<file path="src/inc/glue_pkg.sv">
// constants, types and register map of the two-table glue logic block
// assumes a 32-bit axi4-lite register bus with word-aligned registers
package glue_pkg;

  localparam int NUM_TABLES = 2;
  localparam int IDX_W = 5;
  localparam int ADDR_W = 7;

  // register indices; byte address is four times the index
  localparam logic [IDX_W-1:0] IDX_GLOBAL = 5'h00;
  localparam logic [IDX_W-1:0] IDX_SEQ = 5'h01;
  localparam logic [IDX_W-1:0] IDX_TABLE_BASE = 5'h05;
  localparam logic [IDX_W-1:0] IDX_TABLE_STEP = 5'h04;
  localparam logic [IDX_W-1:0] IDX_STATUS = 5'h10;

  // offsets inside one table group
  localparam logic [1:0] OFF_CTRL_A = 2'h0;
  localparam logic [1:0] OFF_CTRL_B = 2'h1;
  localparam logic [1:0] OFF_CTRL_C = 2'h2;
  localparam logic [1:0] OFF_PATTERN = 2'h3;

  // field positions
  localparam int GLOBAL_ENABLE_BIT = 0;
  localparam int RUN_STANDBY_BIT = 6;
  localparam int INPUT0_SOURCE_SELECT_LSB = 0;
  localparam int INPUT1_SOURCE_SELECT_LSB = 4;
  localparam int INPUT2_SOURCE_SELECT_LSB = 0;
  localparam int STATUS_SEQ_BIT = 2;

  // reset values
  localparam logic [7:0] RESET_BYTE = 8'h00;
  localparam logic [3:0] RESET_NIBBLE = 4'h0;

  // bits of the global and control a registers that software may set
  localparam logic [7:0] GLOBAL_WMASK = 8'h41;
  localparam logic [7:0] CTRL_A_WMASK = 8'hf9;

  // input source codes
  localparam logic [3:0] SRC_MASK = 4'h0;
  localparam logic [3:0] SRC_FEEDBACK = 4'h1;
  localparam logic [3:0] SRC_LINK = 4'h2;
  localparam logic [3:0] SRC_EVENT_LINE_ZERO = 4'h3;
  localparam logic [3:0] SRC_EVENT_LINE_ONE = 4'h4;
  localparam logic [3:0] SRC_PIN = 4'h5;
  localparam logic [3:0] SRC_PERIPH_BASE = 4'h6;
  localparam int NUM_PERIPH = 4;

  // bus responses
  localparam logic [1:0] RESP_OKAY = 2'h0;
  localparam logic [1:0] RESP_SLVERR = 2'h2;

  typedef enum logic [3:0] {
    seq_off = 4'h0,
    d_flipflop_mode = 4'h1,
    jk_flipflop_mode = 4'h2,
    d_latch_mode = 4'h3,
    set_reset_latch_mode = 4'h4
  } seq_mode_e;

  typedef enum logic [1:0] {
    filter_none = 2'h0,
    synchronizer_only = 2'h1,
    filter_full = 2'h2,
    filter_reserved = 2'h3
  } filter_mode_e;

  typedef struct packed {
    logic edge_detect_on;
    logic table_clock_select;
    filter_mode_e output_filter_select;
    logic pin_output_enable;
    logic [1:0] unused;
    logic enable;
  } table_control_a_s;

  // what the output stage of one table needs each cycle
  typedef struct packed {
    logic enable;
    logic tick;
    filter_mode_e filter;
    logic edge_on;
  } stage_cfg_s;

endpackage

</file>
<file path="src/design/glue_logic.sv">
// two three-input look-up tables with a shared sequential element
// assumes an axi4-lite master on aclk; pins, events and peripherals are async
//
// Design decisions made here: register access over AXI4-Lite and the address map.
`timescale 1ns/1ps
module glue_logic
  import glue_pkg::*;
(
  // clock, reset, freeze
  input wire logic aclk,
  input wire logic aresetn,
  input wire logic ce,
  // axi4-lite write channels
  input wire logic [ADDR_W-1:0] s_axi_awaddr,
  input wire logic s_axi_awvalid,
  output logic s_axi_awready,
  input wire logic [31:0] s_axi_wdata,
  input wire logic [3:0] s_axi_wstrb,
  input wire logic s_axi_wvalid,
  output logic s_axi_wready,
  output logic [1:0] s_axi_bresp,
  output logic s_axi_bvalid,
  input wire logic s_axi_bready,
  // axi4-lite read channels
  input wire logic [ADDR_W-1:0] s_axi_araddr,
  input wire logic s_axi_arvalid,
  output logic s_axi_arready,
  output logic [31:0] s_axi_rdata,
  output logic [1:0] s_axi_rresp,
  output logic s_axi_rvalid,
  input wire logic s_axi_rready,
  // asynchronous sources, pins as {table1 in2..in0, table0 in2..in0}
  input wire logic [5:0] table_input_pin,
  input wire logic event_line_zero,
  input wire logic event_line_one,
  input wire logic [NUM_PERIPH-1:0] periph_in,
  // outputs
  output logic [NUM_TABLES-1:0] table_output_event,
  output logic [NUM_TABLES-1:0] table_out_pin,
  output logic [NUM_TABLES-1:0] pin_out_override,
  output logic sequential_element_output
);

  localparam int ASYNC_W = 6 + 2 + NUM_PERIPH;

  // register storage
  logic [7:0] global_control;
  seq_mode_e seq_function_select;
  table_control_a_s table_control_a [NUM_TABLES];
  logic [7:0] table_control_b [NUM_TABLES];
  logic [3:0] table_control_c [NUM_TABLES];
  logic [7:0] lookup_pattern [NUM_TABLES];

  // datapath
  logic [ASYNC_W-1:0] async_meta;
  logic [ASYNC_W-1:0] async_sync;
  logic [5:0] pin_s;
  logic [1:0] event_s;
  logic [NUM_PERIPH-1:0] periph_s;
  logic [NUM_TABLES-1:0] table_on;
  logic [NUM_TABLES-1:0] table_raw;
  logic [NUM_TABLES-1:0] tick;
  logic [NUM_TABLES-1:0] in2_prev;
  logic [NUM_TABLES-1:0] stage_out;
  logic [NUM_TABLES:0] link_chain;
  logic seq_q;

  // bus
  logic wr_go;
  logic [IDX_W-1:0] wr_idx;
  logic [7:0] wr_byte;
  logic [IDX_W-1:0] rd_idx;
  logic [7:0] next_rdata;

  // index of one register of a table group
  function automatic logic [IDX_W-1:0] table_idx(input int n, input logic [1:0] off);
    table_idx = IDX_TABLE_BASE + IDX_W'(n * IDX_TABLE_STEP) + IDX_W'(off);
  endfunction

  // true for every index that holds a register
  function automatic logic mapped(input logic [IDX_W-1:0] idx);
    mapped = (idx <= IDX_SEQ) || (idx == IDX_STATUS) ||
             (idx >= IDX_TABLE_BASE && idx < table_idx(NUM_TABLES, OFF_CTRL_A));
  endfunction

  // source multiplexer shared by all six inputs
  function automatic logic pick_source(
    input logic [3:0] code,
    input logic pin,
    input logic link,
    input logic fb,
    input logic [1:0] ev,
    input logic [NUM_PERIPH-1:0] per
  );
    case (code)
      SRC_MASK: pick_source = 1'b0;
      SRC_FEEDBACK: pick_source = fb;
      SRC_LINK: pick_source = link;
      SRC_EVENT_LINE_ZERO: pick_source = ev[0];
      SRC_EVENT_LINE_ONE: pick_source = ev[1];
      SRC_PIN: pick_source = pin;
      default: begin
        if (code >= SRC_PERIPH_BASE && code < SRC_PERIPH_BASE + 4'(NUM_PERIPH)) begin
          pick_source = per[2'(code - SRC_PERIPH_BASE)];
        end else begin
          pick_source = 1'b0;
        end
      end
    endcase
  endfunction

  // two-flop synchroniser for everything from outside aclk
  always_ff @(posedge aclk) begin
    if (!aresetn) begin
      async_meta <= '0;
      async_sync <= '0;
    end else if (ce) begin
      async_meta <= {periph_in, event_line_one, event_line_zero, table_input_pin};
      async_sync <= async_meta;
    end
  end

  assign pin_s = async_sync[5:0];
  assign event_s = async_sync[7:6];
  assign periph_s = async_sync[ASYNC_W-1:8];

  // the highest table has no higher neighbour to link from
  assign link_chain[NUM_TABLES] = 1'b0;

  // bus handshake: address and data are taken together, one at a time
  always_ff @(posedge aclk) begin
    if (!aresetn) begin
      s_axi_awready <= 1'b0;
      s_axi_wready <= 1'b0;
      s_axi_bvalid <= 1'b0;
      s_axi_bresp <= RESP_OKAY;
    end else if (ce) begin
      s_axi_awready <= s_axi_awvalid && s_axi_wvalid && !wr_go && !s_axi_bvalid;
      s_axi_wready <= s_axi_awvalid && s_axi_wvalid && !wr_go && !s_axi_bvalid;
      if (wr_go) begin
        s_axi_bvalid <= 1'b1;
        s_axi_bresp <= mapped(wr_idx) ? RESP_OKAY : RESP_SLVERR;
      end else if (s_axi_bready) begin
        s_axi_bvalid <= 1'b0;
      end
    end
  end

  assign wr_go = s_axi_awready && s_axi_wready;
  assign wr_idx = s_axi_awaddr[ADDR_W-1:2];
  // only lane 0 carries register data
  assign wr_byte = s_axi_wstrb[0] ? s_axi_wdata[7:0] : 8'h00;

  // read channel; data are sampled when the address is taken
  always_ff @(posedge aclk) begin
    if (!aresetn) begin
      s_axi_arready <= 1'b0;
      s_axi_rvalid <= 1'b0;
      s_axi_rdata <= '0;
      s_axi_rresp <= RESP_OKAY;
    end else if (ce) begin
      s_axi_arready <= s_axi_arvalid && !s_axi_arready && !s_axi_rvalid;
      if (s_axi_arready) begin
        s_axi_rvalid <= 1'b1;
        s_axi_rdata <= {24'h000000, next_rdata};
        s_axi_rresp <= mapped(rd_idx) ? RESP_OKAY : RESP_SLVERR;
      end else if (s_axi_rready) begin
        s_axi_rvalid <= 1'b0;
      end
    end
  end

  assign rd_idx = s_axi_araddr[ADDR_W-1:2];

  // read mux; unmapped and reserved bits read zero
  always_comb begin
    next_rdata = 8'h00;
    if (rd_idx == IDX_GLOBAL) begin
      next_rdata = global_control;
    end
    if (rd_idx == IDX_SEQ) begin
      next_rdata = {4'h0, seq_function_select};
    end
    if (rd_idx == IDX_STATUS) begin
      next_rdata = {5'h00, seq_q, stage_out};
    end
    for (int n = 0; n < NUM_TABLES; n++) begin
      if (rd_idx == table_idx(n, OFF_CTRL_A)) begin
        next_rdata = table_control_a[n];
      end
      if (rd_idx == table_idx(n, OFF_CTRL_B)) begin
        next_rdata = table_control_b[n];
      end
      if (rd_idx == table_idx(n, OFF_CTRL_C)) begin
        next_rdata = {4'h0, table_control_c[n]};
      end
      if (rd_idx == table_idx(n, OFF_PATTERN)) begin
        next_rdata = lookup_pattern[n];
      end
    end
  end

  // global enable; standby bit is kept only for software
  always_ff @(posedge aclk) begin
    if (!aresetn) begin
      global_control <= RESET_BYTE;
    end else if (ce && wr_go && s_axi_wstrb[0] && wr_idx == IDX_GLOBAL) begin
      global_control <= wr_byte & GLOBAL_WMASK;
    end
  end

  // sequential select, locked while the even table runs
  always_ff @(posedge aclk) begin
    if (!aresetn) begin
      seq_function_select <= seq_off;
    end else if (ce && wr_go && s_axi_wstrb[0] && wr_idx == IDX_SEQ) begin
      if (!table_control_a[0].enable) begin
        seq_function_select <= seq_mode_e'(wr_byte[3:0]);
      end
    end
  end

  genvar g;
  generate
    for (g = 0; g < NUM_TABLES; g++) begin : gen_table
      logic in0;
      logic in1;
      logic in2;
      logic wr_lane;
      stage_cfg_s cfg;

      assign wr_lane = ce && wr_go && s_axi_wstrb[0];

      // control a: whole byte while stopped, else enable only
      always_ff @(posedge aclk) begin
        if (!aresetn) begin
          table_control_a[g] <= table_control_a_s'(RESET_BYTE);
        end else if (wr_lane && wr_idx == table_idx(g, OFF_CTRL_A)) begin
          if (!table_control_a[g].enable) begin
            table_control_a[g] <= table_control_a_s'(wr_byte & CTRL_A_WMASK);
          end else begin
            table_control_a[g].enable <= wr_byte[0];
          end
        end
      end

      // control b and c: writable only while the table is stopped
      always_ff @(posedge aclk) begin
        if (!aresetn) begin
          table_control_b[g] <= RESET_BYTE;
          table_control_c[g] <= RESET_NIBBLE;
        end else if (wr_lane && !table_control_a[g].enable) begin
          if (wr_idx == table_idx(g, OFF_CTRL_B)) begin
            table_control_b[g] <= wr_byte;
          end
          if (wr_idx == table_idx(g, OFF_CTRL_C)) begin
            table_control_c[g] <= wr_byte[3:0];
          end
        end
      end

      // pattern is not locked by the enable
      always_ff @(posedge aclk) begin
        if (!aresetn) begin
          lookup_pattern[g] <= RESET_BYTE;
        end else if (wr_lane && wr_idx == table_idx(g, OFF_PATTERN)) begin
          lookup_pattern[g] <= wr_byte;
        end
      end

      assign table_on[g] = global_control[GLOBAL_ENABLE_BIT] && table_control_a[g].enable;

      // input selection
      assign in0 = pick_source(table_control_b[g][INPUT0_SOURCE_SELECT_LSB +: 4], pin_s[3*g],
                               link_chain[g+1], seq_q, event_s, periph_s);
      assign in1 = pick_source(table_control_b[g][INPUT1_SOURCE_SELECT_LSB +: 4], pin_s[3*g+1],
                               link_chain[g+1], seq_q, event_s, periph_s);
      assign in2 = pick_source(table_control_c[g][INPUT2_SOURCE_SELECT_LSB +: 4], pin_s[3*g+2],
                               link_chain[g+1], seq_q, event_s, periph_s);

      // look-up; a stopped table drives low
      assign table_raw[g] = table_on[g] && lookup_pattern[g][{in2, in1, in0}];
      assign link_chain[g] = table_raw[g];

      // input 2 as clock becomes a tick on its rising edge
      always_ff @(posedge aclk) begin
        if (!aresetn) begin
          in2_prev[g] <= 1'b0;
        end else if (ce) begin
          in2_prev[g] <= in2;
        end
      end

      assign tick[g] = table_control_a[g].table_clock_select ? (in2 && !in2_prev[g]) : 1'b1;

      assign cfg.enable = table_on[g];
      assign cfg.tick = tick[g];
      assign cfg.filter = table_control_a[g].output_filter_select;
      assign cfg.edge_on = table_control_a[g].edge_detect_on;

      lut_output_stage u_stage (
        .aclk(aclk),
        .aresetn(aresetn),
        .ce(ce),
        .cfg(cfg),
        .raw(table_raw[g]),
        .stage_out(stage_out[g])
      );
    end
  endgenerate

  // sequential element, flip-flop modes on the even table's clock, latch modes level sensitive; a freeze on ce stops it too
  always_ff @(posedge aclk) begin
    if (!aresetn) begin
      seq_q <= 1'b0;
    end else if (ce) begin
      if (!table_on[0]) begin
        seq_q <= 1'b0;
      end else begin
        unique case (seq_function_select)
          d_flipflop_mode: begin
            if (tick[0] && stage_out[1]) begin
              seq_q <= stage_out[0];
            end
          end
          jk_flipflop_mode: begin
            if (tick[0]) begin
              case ({stage_out[0], stage_out[1]})
                2'b01: seq_q <= 1'b0;
                2'b10: seq_q <= 1'b1;
                2'b11: seq_q <= !seq_q;
                default: seq_q <= seq_q;
              endcase
            end
          end
          d_latch_mode: begin
            if (stage_out[1]) begin
              seq_q <= stage_out[0]; // level sensitive, so no tick
            end
          end
          set_reset_latch_mode: begin
            // both high is forbidden; the latch then holds
            if (stage_out[0] && !stage_out[1]) begin
              seq_q <= 1'b1;
            end else if (stage_out[1] && !stage_out[0]) begin
              seq_q <= 1'b0;
            end
          end
          seq_off: seq_q <= 1'b0;
          default: seq_q <= 1'b0;
        endcase
      end
    end
  end

  // registered outputs to pins and the event network
  always_ff @(posedge aclk) begin
    if (!aresetn) begin
      table_output_event <= '0;
      table_out_pin <= '0;
      pin_out_override <= '0;
      sequential_element_output <= 1'b0;
    end else if (ce) begin
      table_output_event <= stage_out;
      sequential_element_output <= seq_q;
      for (int n = 0; n < NUM_TABLES; n++) begin
        pin_out_override[n] <= table_on[n] && table_control_a[n].pin_output_enable;
        table_out_pin[n] <= stage_out[n] && table_control_a[n].pin_output_enable;
      end
    end
  end

endmodule

</file>
<file path="src/design/lut_output_stage.sv">
// synchroniser, filter and rising-edge detector behind one table
// assumes the parent supplies a one-cycle tick per selected table clock
`timescale 1ns/1ps
module lut_output_stage
  import glue_pkg::*;
(
  // clock and reset
  input wire logic aclk,
  input wire logic aresetn,
  input wire logic ce,
  // configuration and data
  input wire stage_cfg_s cfg,
  input wire logic raw,
  output logic stage_out
);

  logic sync_a;
  logic sync_b;
  logic filt_a;
  logic filt_q;
  logic prev;
  logic filtered;

  // filter chain; a disabled table is wiped at the next edge
  always_ff @(posedge aclk) begin
    if (!aresetn) begin
      sync_a <= 1'b0;
      sync_b <= 1'b0;
      filt_a <= 1'b0;
      filt_q <= 1'b0;
    end else if (ce) begin
      if (!cfg.enable) begin
        sync_a <= 1'b0;
        sync_b <= 1'b0;
        filt_a <= 1'b0;
        filt_q <= 1'b0;
      end else if (cfg.tick) begin
        sync_a <= raw;
        sync_b <= sync_a;
        filt_a <= sync_b;
        if (filt_a == sync_b) begin
          filt_q <= filt_a; // two agreeing samples suppress spikes
        end
      end
    end
  end

  // reserved code falls back to the plain table output
  always_comb begin
    unique case (cfg.filter)
      synchronizer_only: filtered = sync_b;
      filter_full: filtered = filt_q;
      filter_none: filtered = raw;
      filter_reserved: filtered = raw;
    endcase
  end

  // edge detector history
  always_ff @(posedge aclk) begin
    if (!aresetn) begin
      prev <= 1'b0;
    end else if (ce) begin
      if (!cfg.enable) begin
        prev <= 1'b0;
      end else if (cfg.tick) begin
        prev <= filtered;
      end
    end
  end

  // pulse lasts one period of the selected table clock
  assign stage_out = cfg.edge_on ? (filtered & ~prev) : filtered;

endmodule

</file>
<file path="config.mk">
export PLATFORM = sky130hd
export DESIGN_NAME = glue_logic
export DESIGN_NICKNAME = d
export VERILOG_FILES = /design/src/inc/glue_pkg.sv /design/src/design/glue_logic.sv /design/src/design/lut_output_stage.sv
export SDC_FILE = /design/constraint.sdc
export NUM_CORES = 1
export LEC_CHECK = 0
export BUFFER_PORTS_ARGS = -buffer_cell sky130_fd_sc_hd__buf_2
export CORE_ASPECT_RATIO = 1.2
export CORE_MARGIN = 4
export CORE_UTILIZATION = 45
export CTS_BUF_LIST = sky130_fd_sc_hd__clkbuf_8 sky130_fd_sc_hd__clkbuf_16
export CTS_CLUSTER_SIZE = 8
export DETAILED_ROUTE_END_ITERATION = 12
export PLACE_DENSITY = 0.71
export SETUP_SLACK_MARGIN = 0.5
export SLEW_MARGIN = 20
export SYNTH_ARGS = -nofsm -noshare
export SYNTH_HDL_FRONTEND = slang
export SYNTH_SLANG_ARGS = --single-unit
export TNS_END_PERCENT = 30
</file>
<file path="constraint.sdc">
create_clock -name aclk -period 5.55 [get_ports aclk]
set_clock_uncertainty 0.05 [all_clocks]
set_input_delay 0.555 -clock aclk [delete_from_list [all_inputs] [get_ports aclk]]
set_output_delay 0.555 -clock aclk [all_outputs]
set_load 0.005 [all_outputs]
</file>
==> flow_summary.ini, run 1 <==
[critical_path]
timing.reg2reg.worst_path_depth = 18
rr_startpoint = table_control_c[1][0]
regToRegSetupSlack_ns = 0.93
critical_path.endpoint_type = flip-flop
critical_path.startpoint_type = flip-flop
crit_arrival_ns = 4.89
crit_required_ns = 5.82
cp_class = reg -> reg
timing.critical_path.fanout_max = 8
timing.rr.end = seq_q

[power]
power.static_leakage_nw = 2.93
switching_share_pct = 23.5
p_clk_share_pct = 51.9
total_switching_power_w = 0.000547
pwr-share-seq_pct = 40.7
vdd.ir_drop.worst_mv = 0.221
comb_power_share_pct = 7.4
pwr_density_cell_nw_per_um2 = 311
power.internal_w = 0.00178
power_w = 0.00233

[timing]
final_period_minus_worst_setup_slack_ns = 4.62
finalSetupTns_ns = 0
max_freq_ghz = 0.217
final_max_slew_viol_count = 0
report.final.hold_viol_count = 0
grt_setup_unrepaired = false
timing_worst_slew_pin_value_ns = 0.774
slew_headroom_pct = 48.0
post-route-period-util_pct = 83.2
hold_slack_ns = 0.320
setup_violations = 0

[logic_synthesis]
ys.flop_type = sky130_fd_sc_hd__dfxtp_1
cell_area_after_technology_mapping_um2 = 6500
ys.warnings.count = 0
postSynthAreaPerCell_um2 = 8.96
yosys-top-cells-area = sky130_fd_sc_hd__edfxtp_1, sky130_fd_sc_hd__dfxtp_1, sky130_fd_sc_hd__nor2_1, sky130_fd_sc_hd__mux2i_1, sky130_fd_sc_hd__a21oi_1
post_synth_num_cell_types = 77
synth-seq-area-share_pct = 43.7
async_flop_share_pct = 0
synthCells = 726
synth-edff-count = 52
cell_taking_the_most_area_after_synthesis = sky130_fd_sc_hd__edfxtp_1
synth-seq-cells = 116
synthDominantCellAreaShare_pct = 24.0

[global_routing]
grt-ovfl-total = 0
grt_start_max_net_pins = 53
via_count_of_the_first_global_routing_pass = 5132
grt_antenna_before_repair = 0
grt_use_total_pct = 22.1
wire_length_of_the_first_global_routing_pass_mm = 28.5

[detailed_routing]
detailroute.via_count = 5612
drcViolationCount = 0
wl_mm = 18.2
drt_iter0_drc = 477
route.detailed.wl_per_inst_um = 19.0
drtPass1Iterations = 5
via_to_cell_ratio = 5.85
antenna_left = 0

[floorplan]
initial_core_utilization_pct = 46.5
core_area_um2 = 14000
area_enclosed_by_the_die_boundary_um2 = 16400
die_y_um = 140
core.rowCount = 47
io-pin-count = 118
die_span_in_x_um = 118

[layout]
drive_gt1_share_pct = 15.6
antenna_cells_inserted = 0
finish.net_count = 853
area_added_between_synthesis_and_finish_pct = 15.1
mostFrequentLayoutCell = sky130_fd_sc_hd__nor2_1
fillCellCount = 1289
final_cell_area_um2 = 7490
mostFrequentLayoutCells = sky130_fd_sc_hd__nor2_1, sky130_fd_sc_hd__dfxtp_1, sky130_fd_sc_hd__nand2_1

[run]
max-cap-violations = 0

[placement]
dp_hpwl_mm = 13.3
weighted_congestion_reported_at_the_end_of_routability_driven_placement = 0.979
placed_area_um2 = 6810
buffer_ports.inserted = 60

[clock_network]
clkLatencyLatePin_ns = 0.42
tritoncts.num_buffers = 17
post_cts_buffers = 0
ctsHoldBuffers = 0
path_clk_slew_ns = 0.06
post_cts_resized = 0
max-clock-path-buffers = 2
cts_h_tree_lvls = 4
clock_sink_count = 116
tritoncts_clock_tree = done
clockRootBuffer = sky130_fd_sc_hd__clkbuf_16

[worst_hold_path]
worstHoldPathCells = 3
min_delay_worst_endpoint = async_meta[11]
hold_path.class = in -> reg
worstHoldStart = periph_in[3]

[status]
status = complete, no violations
critical path, stage by stage, from the launching register on:
cell and delay [ns]:
sky130_fd_sc_hd__edfxtp_1 0.52, sky130_fd_sc_hd__mux2_1 0.35, sky130_fd_sc_hd__o2111a_1 0.24, sky130_fd_sc_hd__o221ai_2 0.36, sky130_fd_sc_hd__nand3_1 0.18, sky130_fd_sc_hd__o22ai_2 0.48
sky130_fd_sc_hd__nor2_1 0.20, sky130_fd_sc_hd__a221o_1 0.37, sky130_fd_sc_hd__o32ai_2 0.30, sky130_fd_sc_hd__a21oi_2 0.17, sky130_fd_sc_hd__inv_1 0.12, sky130_fd_sc_hd__ha_1 0.23
sky130_fd_sc_hd__nor2_1 0.17, sky130_fd_sc_hd__nor2_1 0.06, sky130_fd_sc_hd__nor4b_1 0.28, sky130_fd_sc_hd__a21oi_1 0.11, sky130_fd_sc_hd__o221ai_1 0.12, sky130_fd_sc_hd__nand3_1 0.11
sky130_fd_sc_hd__o31ai_1 0.10
cell usage after synthesis (3+ instances only):
| master | instances |
|---|---|
| sky130_fd_sc_hd__or3_1 | 7 |
| sky130_fd_sc_hd__a22o_1 | 4 |
| sky130_fd_sc_hd__nand3b_1 | 4 |
| sky130_fd_sc_hd__o2111ai_1 | 3 |
| sky130_fd_sc_hd__or4_1 | 3 |
| sky130_fd_sc_hd__and3_1 | 6 |
| sky130_fd_sc_hd__o221ai_1 | 5 |
| sky130_fd_sc_hd__o21ai_2 | 3 |
| sky130_fd_sc_hd__o31ai_1 | 5 |
| sky130_fd_sc_hd__a21oi_1 | 47 |
| sky130_fd_sc_hd__nor4b_1 | 4 |
| sky130_fd_sc_hd__nor3b_1 | 5 |
| sky130_fd_sc_hd__nor3_1 | 11 |
| sky130_fd_sc_hd__nand4_1 | 6 |
| sky130_fd_sc_hd__a221oi_1 | 7 |
| sky130_fd_sc_hd__ha_1 | 7 |
| sky130_fd_sc_hd__and2_1 | 6 |
| sky130_fd_sc_hd__o21ai_0 | 24 |
| sky130_fd_sc_hd__o21ai_1 | 11 |
| sky130_fd_sc_hd__inv_1 | 23 |
| sky130_fd_sc_hd__o211ai_1 | 6 |
| sky130_fd_sc_hd__edfxtp_1 | 52 |
| sky130_fd_sc_hd__buf_4 | 27 |
| sky130_fd_sc_hd__clkbuf_1 | 25 |
| sky130_fd_sc_hd__nor2b_1 | 15 |
| sky130_fd_sc_hd__nand2_1 | 62 |
| sky130_fd_sc_hd__o21a_1 | 3 |
| sky130_fd_sc_hd__nand3_1 | 19 |
| sky130_fd_sc_hd__or2_2 | 6 |
| sky130_fd_sc_hd__nand2b_1 | 11 |
| sky130_fd_sc_hd__buf_1 | 4 |
| sky130_fd_sc_hd__mux2i_1 | 41 |
| sky130_fd_sc_hd__nor2_1 | 134 |
| sky130_fd_sc_hd__dfxtp_1 | 64 |
| sky130_fd_sc_hd__a31oi_1 | 8 |
| sky130_fd_sc_hd__a32oi_1 | 3 |
| sky130_fd_sc_hd__a311oi_1 | 5 |
final cells by class:
class	instances	area, µm²	area share, %
flip-flops and latches	116	2840	38.0
multi-input cells	554	3340	44.6
repair buffers	64	330	4.41
inverters	23	86.3	1.15
clock inverters	6	66.3	0.886
clock buffers	26	606	8.09
well taps	171	214	2.86
metal layers:
layer	vias up	share of wire (%)	GRT usage [%]
met3	36	7.6	4.55
met4	0	2.9	8.64
met2	250	46	35.4
met1	2641	43	29.4
met5	-	0	0
li1	2685	-	-
cells by family (layout without fill, tap and decap cells):
| kind of cell | count (synthesis) | after routing | synth area share, % |
|---|---|---|---|
| simple gates | 302 | 302 | 21.4 |
| compound gates | 171 | 171 | 19.5 |
| flops | 116 | 116 | 43.7 |
| buf+inv | 81 | 119 | 6.37 |
| mux | 46 | 46 | 7.35 |
| fa+ha+maj | 7 | 7 | 1.35 |
| xor+xnor | 2 | 2 | 0.269 |
| other cells | 1 | 26 | 0.0577 |
worst max path at each step:
stage	start	to	cells past startpoint
finish	table_control_c[1][0]	seq_q	18
global route	table_control_c[1][0]	seq_q	18
CTS	table_control_c[1][0]	seq_q	18
detailed placement	table_control_c[1][0]	seq_q	18
global placement	table_control_c[1][0]	seq_q	18
floorplan	table_control_b[1][1]	seq_q	19
sequential cells by signal (all words and copies together), names as in the netlist, 4 cells and up:
signal	cells
s_axi_rdata	8
table_control_b	16
lookup_pattern	16
table_control_a	12
async_sync	12
async_meta	12
table_control_c	8
seq_function_select	4
power groups by stage:
stage	Combinational [W]	Clock (W)	Sequential, W
4_1_cts	0.000172	0.00121	0.000947
3_3_place_gp	0.000169	0	0.000964
2_1_floorplan	0.000134	0	0.000952
6_report	0.000173	0.00121	0.000948
3_5_place_dp	0.000170	0	0.000965
5_1_grt	0.000190	0.00126	0.000951
per-stage QoR:
step | std cells | utilization [%] | setup slack [ns]
after global routing | 960 | 53.5 | 0.627
after detailed placement | 928 | 48.7 | 1.04
final | 960 | 53.5 | 0.933
after CTS | 960 | 53.5 | 1.00
after floorplan | 751 | - | 1.72
after global placement | 928 | 48.7 | 1.10
(Power assumes the default switching activity.)
==> inputs of run 2 (changes only) <==
==> constraint.sdc (replaced) <==
create_clock -name aclk -period 4.75 [get_ports aclk]
set_clock_uncertainty 0.05 [all_clocks]
set_input_delay 0.475 -clock aclk [delete_from_list [all_inputs] [get_ports aclk]]
set_output_delay 0.475 -clock aclk [all_outputs]
set_load 0.005 [all_outputs]
==> flow_summary.ini, run 2 (synthesis results as in run 1) <==
[power]
comb_power_share_pct = 8.4
switching_share_pct = 23.4
total_switching_power_w = 0.000619
pwr_density_cell_nw_per_um2 = 342
vdd.ir_drop.worst_mv = 0.263
pwr-share-seq_pct = 41.9
power.internal_w = 0.00203
p_clk_share_pct = 49.7
power.static_leakage_nw = 3.03

[detailed_routing]
drtPass1Iterations = 6
detailroute.via_count = 5714
wl_mm = 18.6
route.detailed.wl_per_inst_um = 19.0
via_to_cell_ratio = 5.81
drcViolationCount = 0
antenna_left = 0
drt_iter0_drc = 520

[layout]
finish.net_count = 876
biggestRegsByFlops = lookup_pattern: 16 flops, table_control_b: 16 flops
antenna_cells_inserted = 0
final_non_filler_cell_total = 983
drive_gt1_share_pct = 20.0
fillCellCount = 1259
mostFrequentLayoutCells = sky130_fd_sc_hd__nor2_1, sky130_fd_sc_hd__dfxtp_1, sky130_fd_sc_hd__nand2_1
mostFrequentLayoutCell = sky130_fd_sc_hd__nor2_1
area_added_between_synthesis_and_finish_pct = 19.3

[critical_path]
critPathMaxStageDelay_ns = 0.50
timing.reg2reg.worst_path_depth = 18
worstPathCellList = mux2i_2 > a2111oi_4 > o211ai_4 > mux2i_4 > o22a_2 > a31oi_4 > a311oi_2 > o32ai_4 > a21oi_2 > inv_2 > ha_1 > nor2_2 > nor2_1 > nor4b_2 > a21oi_1 > o221ai_2 > nand3_1 > o31ai_1
critical_path.endpoint_type = flip-flop
rr_startpoint = table_control_b[1][1]
worstSetupStartpoint = table_control_b[1][1]
critical_path_depth = 18
cpLargestDelayFamily = compound AO/OA/AOI/OAI gates
critical_path.slowest_cell = sky130_fd_sc_hd__edfxtp_1
timing.critical_path.fanout_max = 6
regToRegSetupSlack_ns = 0.69
timing.rr.end = seq_q
critical_path.startpoint_type = flip-flop
crit_arrival_ns = 4.34
endpoint = seq_q
cp_class = reg -> reg
crit_required_ns = 5.03
worst-path-buf-inv = 1

[clock_network]
clock_sink_count = 116
tritoncts_clock_tree = done
clockRootBuffer = sky130_fd_sc_hd__clkbuf_16
path_clk_slew_ns = 0.05
max-clock-path-buffers = 2
ctsHoldBuffers = 0
clkLatencyLatePin_ns = 0.42
cts_h_tree_lvls = 4
tritoncts.num_buffers = 17

[placement]
weighted_congestion_reported_at_the_end_of_routability_driven_placement = 0.982
dp_hpwl_mm = 13.3
dp.cells = 931
buffer_ports.inserted = 60

[floorplan]
core.rowCount = 47
die_span_in_x_um = 118
area_enclosed_by_the_die_boundary_um2 = 16400
io-pin-count = 118
die_y_um = 140
core_area_um2 = 14000
initial_core_utilization_pct = 46.5

[timing]
final_period_minus_worst_setup_slack_ns = 4.06
timing_worst_slew_pin_value_ns = 0.823
final_max_slew_viol_count = 0
max_freq_ghz = 0.246
setup_violations = 0
grt_setup_unrepaired = false
finalSetupTns_ns = 0
report.final.hold_viol_count = 0
post-route-period-util_pct = 85.5
slew_headroom_pct = 44.7

[global_routing]
grt_start_max_net_pins = 53
grt_use_total_pct = 22.4
wire_length_of_the_first_global_routing_pass_mm = 28.8
grt_antenna_before_repair = 0
grt-ovfl-total = 0
via_count_of_the_first_global_routing_pass = 5217

[run]
max-cap-violations = 0

[worst_hold_path]
hold_path.class = in -> reg

[status]
status = complete, no violations
## run 2: changes by cell type in the layout (fill, tap and decap cells not counted), sizes merged
cell | previous run | this run
bufinv | 1 | 3
clkinvlp | 0 | 1
inv | 27 | 26
clkbuf | 26 | 20
buf | 64 | 87
clkinv | 1 | 5
## run 2: worst min path at each step
stage | startpoint | end | cells past startpoint
final | periph_in[0] | async_meta[8] | 3
after global routing | table_input_pin[2] | async_meta[2] | 3
after CTS | table_input_pin[5] | async_meta[5] | 3
after detailed placement | gen_table[0].u_stage.sync_a | gen_table[0].u_stage.sync_a | 2
after global placement | gen_table[0].u_stage.sync_a | gen_table[0].u_stage.sync_a | 2
after floorplan | gen_table[0].u_stage.sync_a | gen_table[0].u_stage.sync_a | 2
## run 2: what timing repair did
action | CTS | global route
gates resized for setup | 8 | 23
endpoints found under the hold margin | 0 | 0
cloned | 0 | 0
endpoints found under the setup margin | 1 | 1
setup buffers | 8 | 12
pin swaps | 6 | 21
## run 2: power groups by stage
stage / registers [W] / clock network (W) / logic (W)
2_1_floorplan: 0.00111 / 0 / 0.000156
3_3_place_gp: 0.00113 / 0 / 0.000199
3_5_place_dp: 0.00113 / 0 / 0.000201
4_1_cts: 0.00111 / 0.00132 / 0.000208
5_1_grt: 0.00111 / 0.00137 / 0.000244
6_report: 0.00111 / 0.00132 / 0.000223
## run 2: worst register-to-register path, stage by stage (launching register included)
cell and delay (ns):
sky130_fd_sc_hd__edfxtp_1 0.50, sky130_fd_sc_hd__mux2i_2 0.31, sky130_fd_sc_hd__a2111oi_4 0.12, sky130_fd_sc_hd__o211ai_4 0.40
sky130_fd_sc_hd__mux2i_4 0.34, sky130_fd_sc_hd__o22a_2 0.26, sky130_fd_sc_hd__a31oi_4 0.12, sky130_fd_sc_hd__a311oi_2 0.37
sky130_fd_sc_hd__o32ai_4 0.16, sky130_fd_sc_hd__a21oi_2 0.18, sky130_fd_sc_hd__inv_2 0.05, sky130_fd_sc_hd__ha_1 0.28
sky130_fd_sc_hd__nor2_2 0.15, sky130_fd_sc_hd__nor2_1 0.06, sky130_fd_sc_hd__nor4b_2 0.20, sky130_fd_sc_hd__a21oi_1 0.11
sky130_fd_sc_hd__o221ai_2 0.09, sky130_fd_sc_hd__nand3_1 0.10, sky130_fd_sc_hd__o31ai_1 0.10
## run 2: per-layer routing
layer  GRT usage [%]  vias up  routed length (µm)
li1                -     2729                   -
met1            30.3     2686                8150
met2            35.4      250                8610
met3            4.30       49                1330
met4            9.20        0                 557
met5               0        -                   0
## run 2: stage by stage
step	worst slack (ns)	hold WS, ns	power (W)	utilization (%)	cell area (µm²)
floorplan	0.924	0.383	0.00127	-	6600
global placement	0.427	0.390	0.00133	48.8	6840
detailed placement	0.331	0.394	0.00133	48.8	6840
CTS	0.508	0.226	0.00264	54.0	7550
global route	0.426	0.248	0.00273	55.4	7760
finish	0.689	0.238	0.00265	55.4	7760
## run 2: cell type report
type | instances | area [µm²] | share of cell area [%]
flip-flops and latches | 116 | 2840 | 36.7
inverters | 23 | 86.3 | 1.11
clock inverters | 12 | 135 | 1.74
clock buffers | 20 | 478 | 6.16
repair buffers | 87 | 510 | 6.58
multi-input cells | 554 | 3490 | 45.0
well taps | 171 | 214 | 2.76
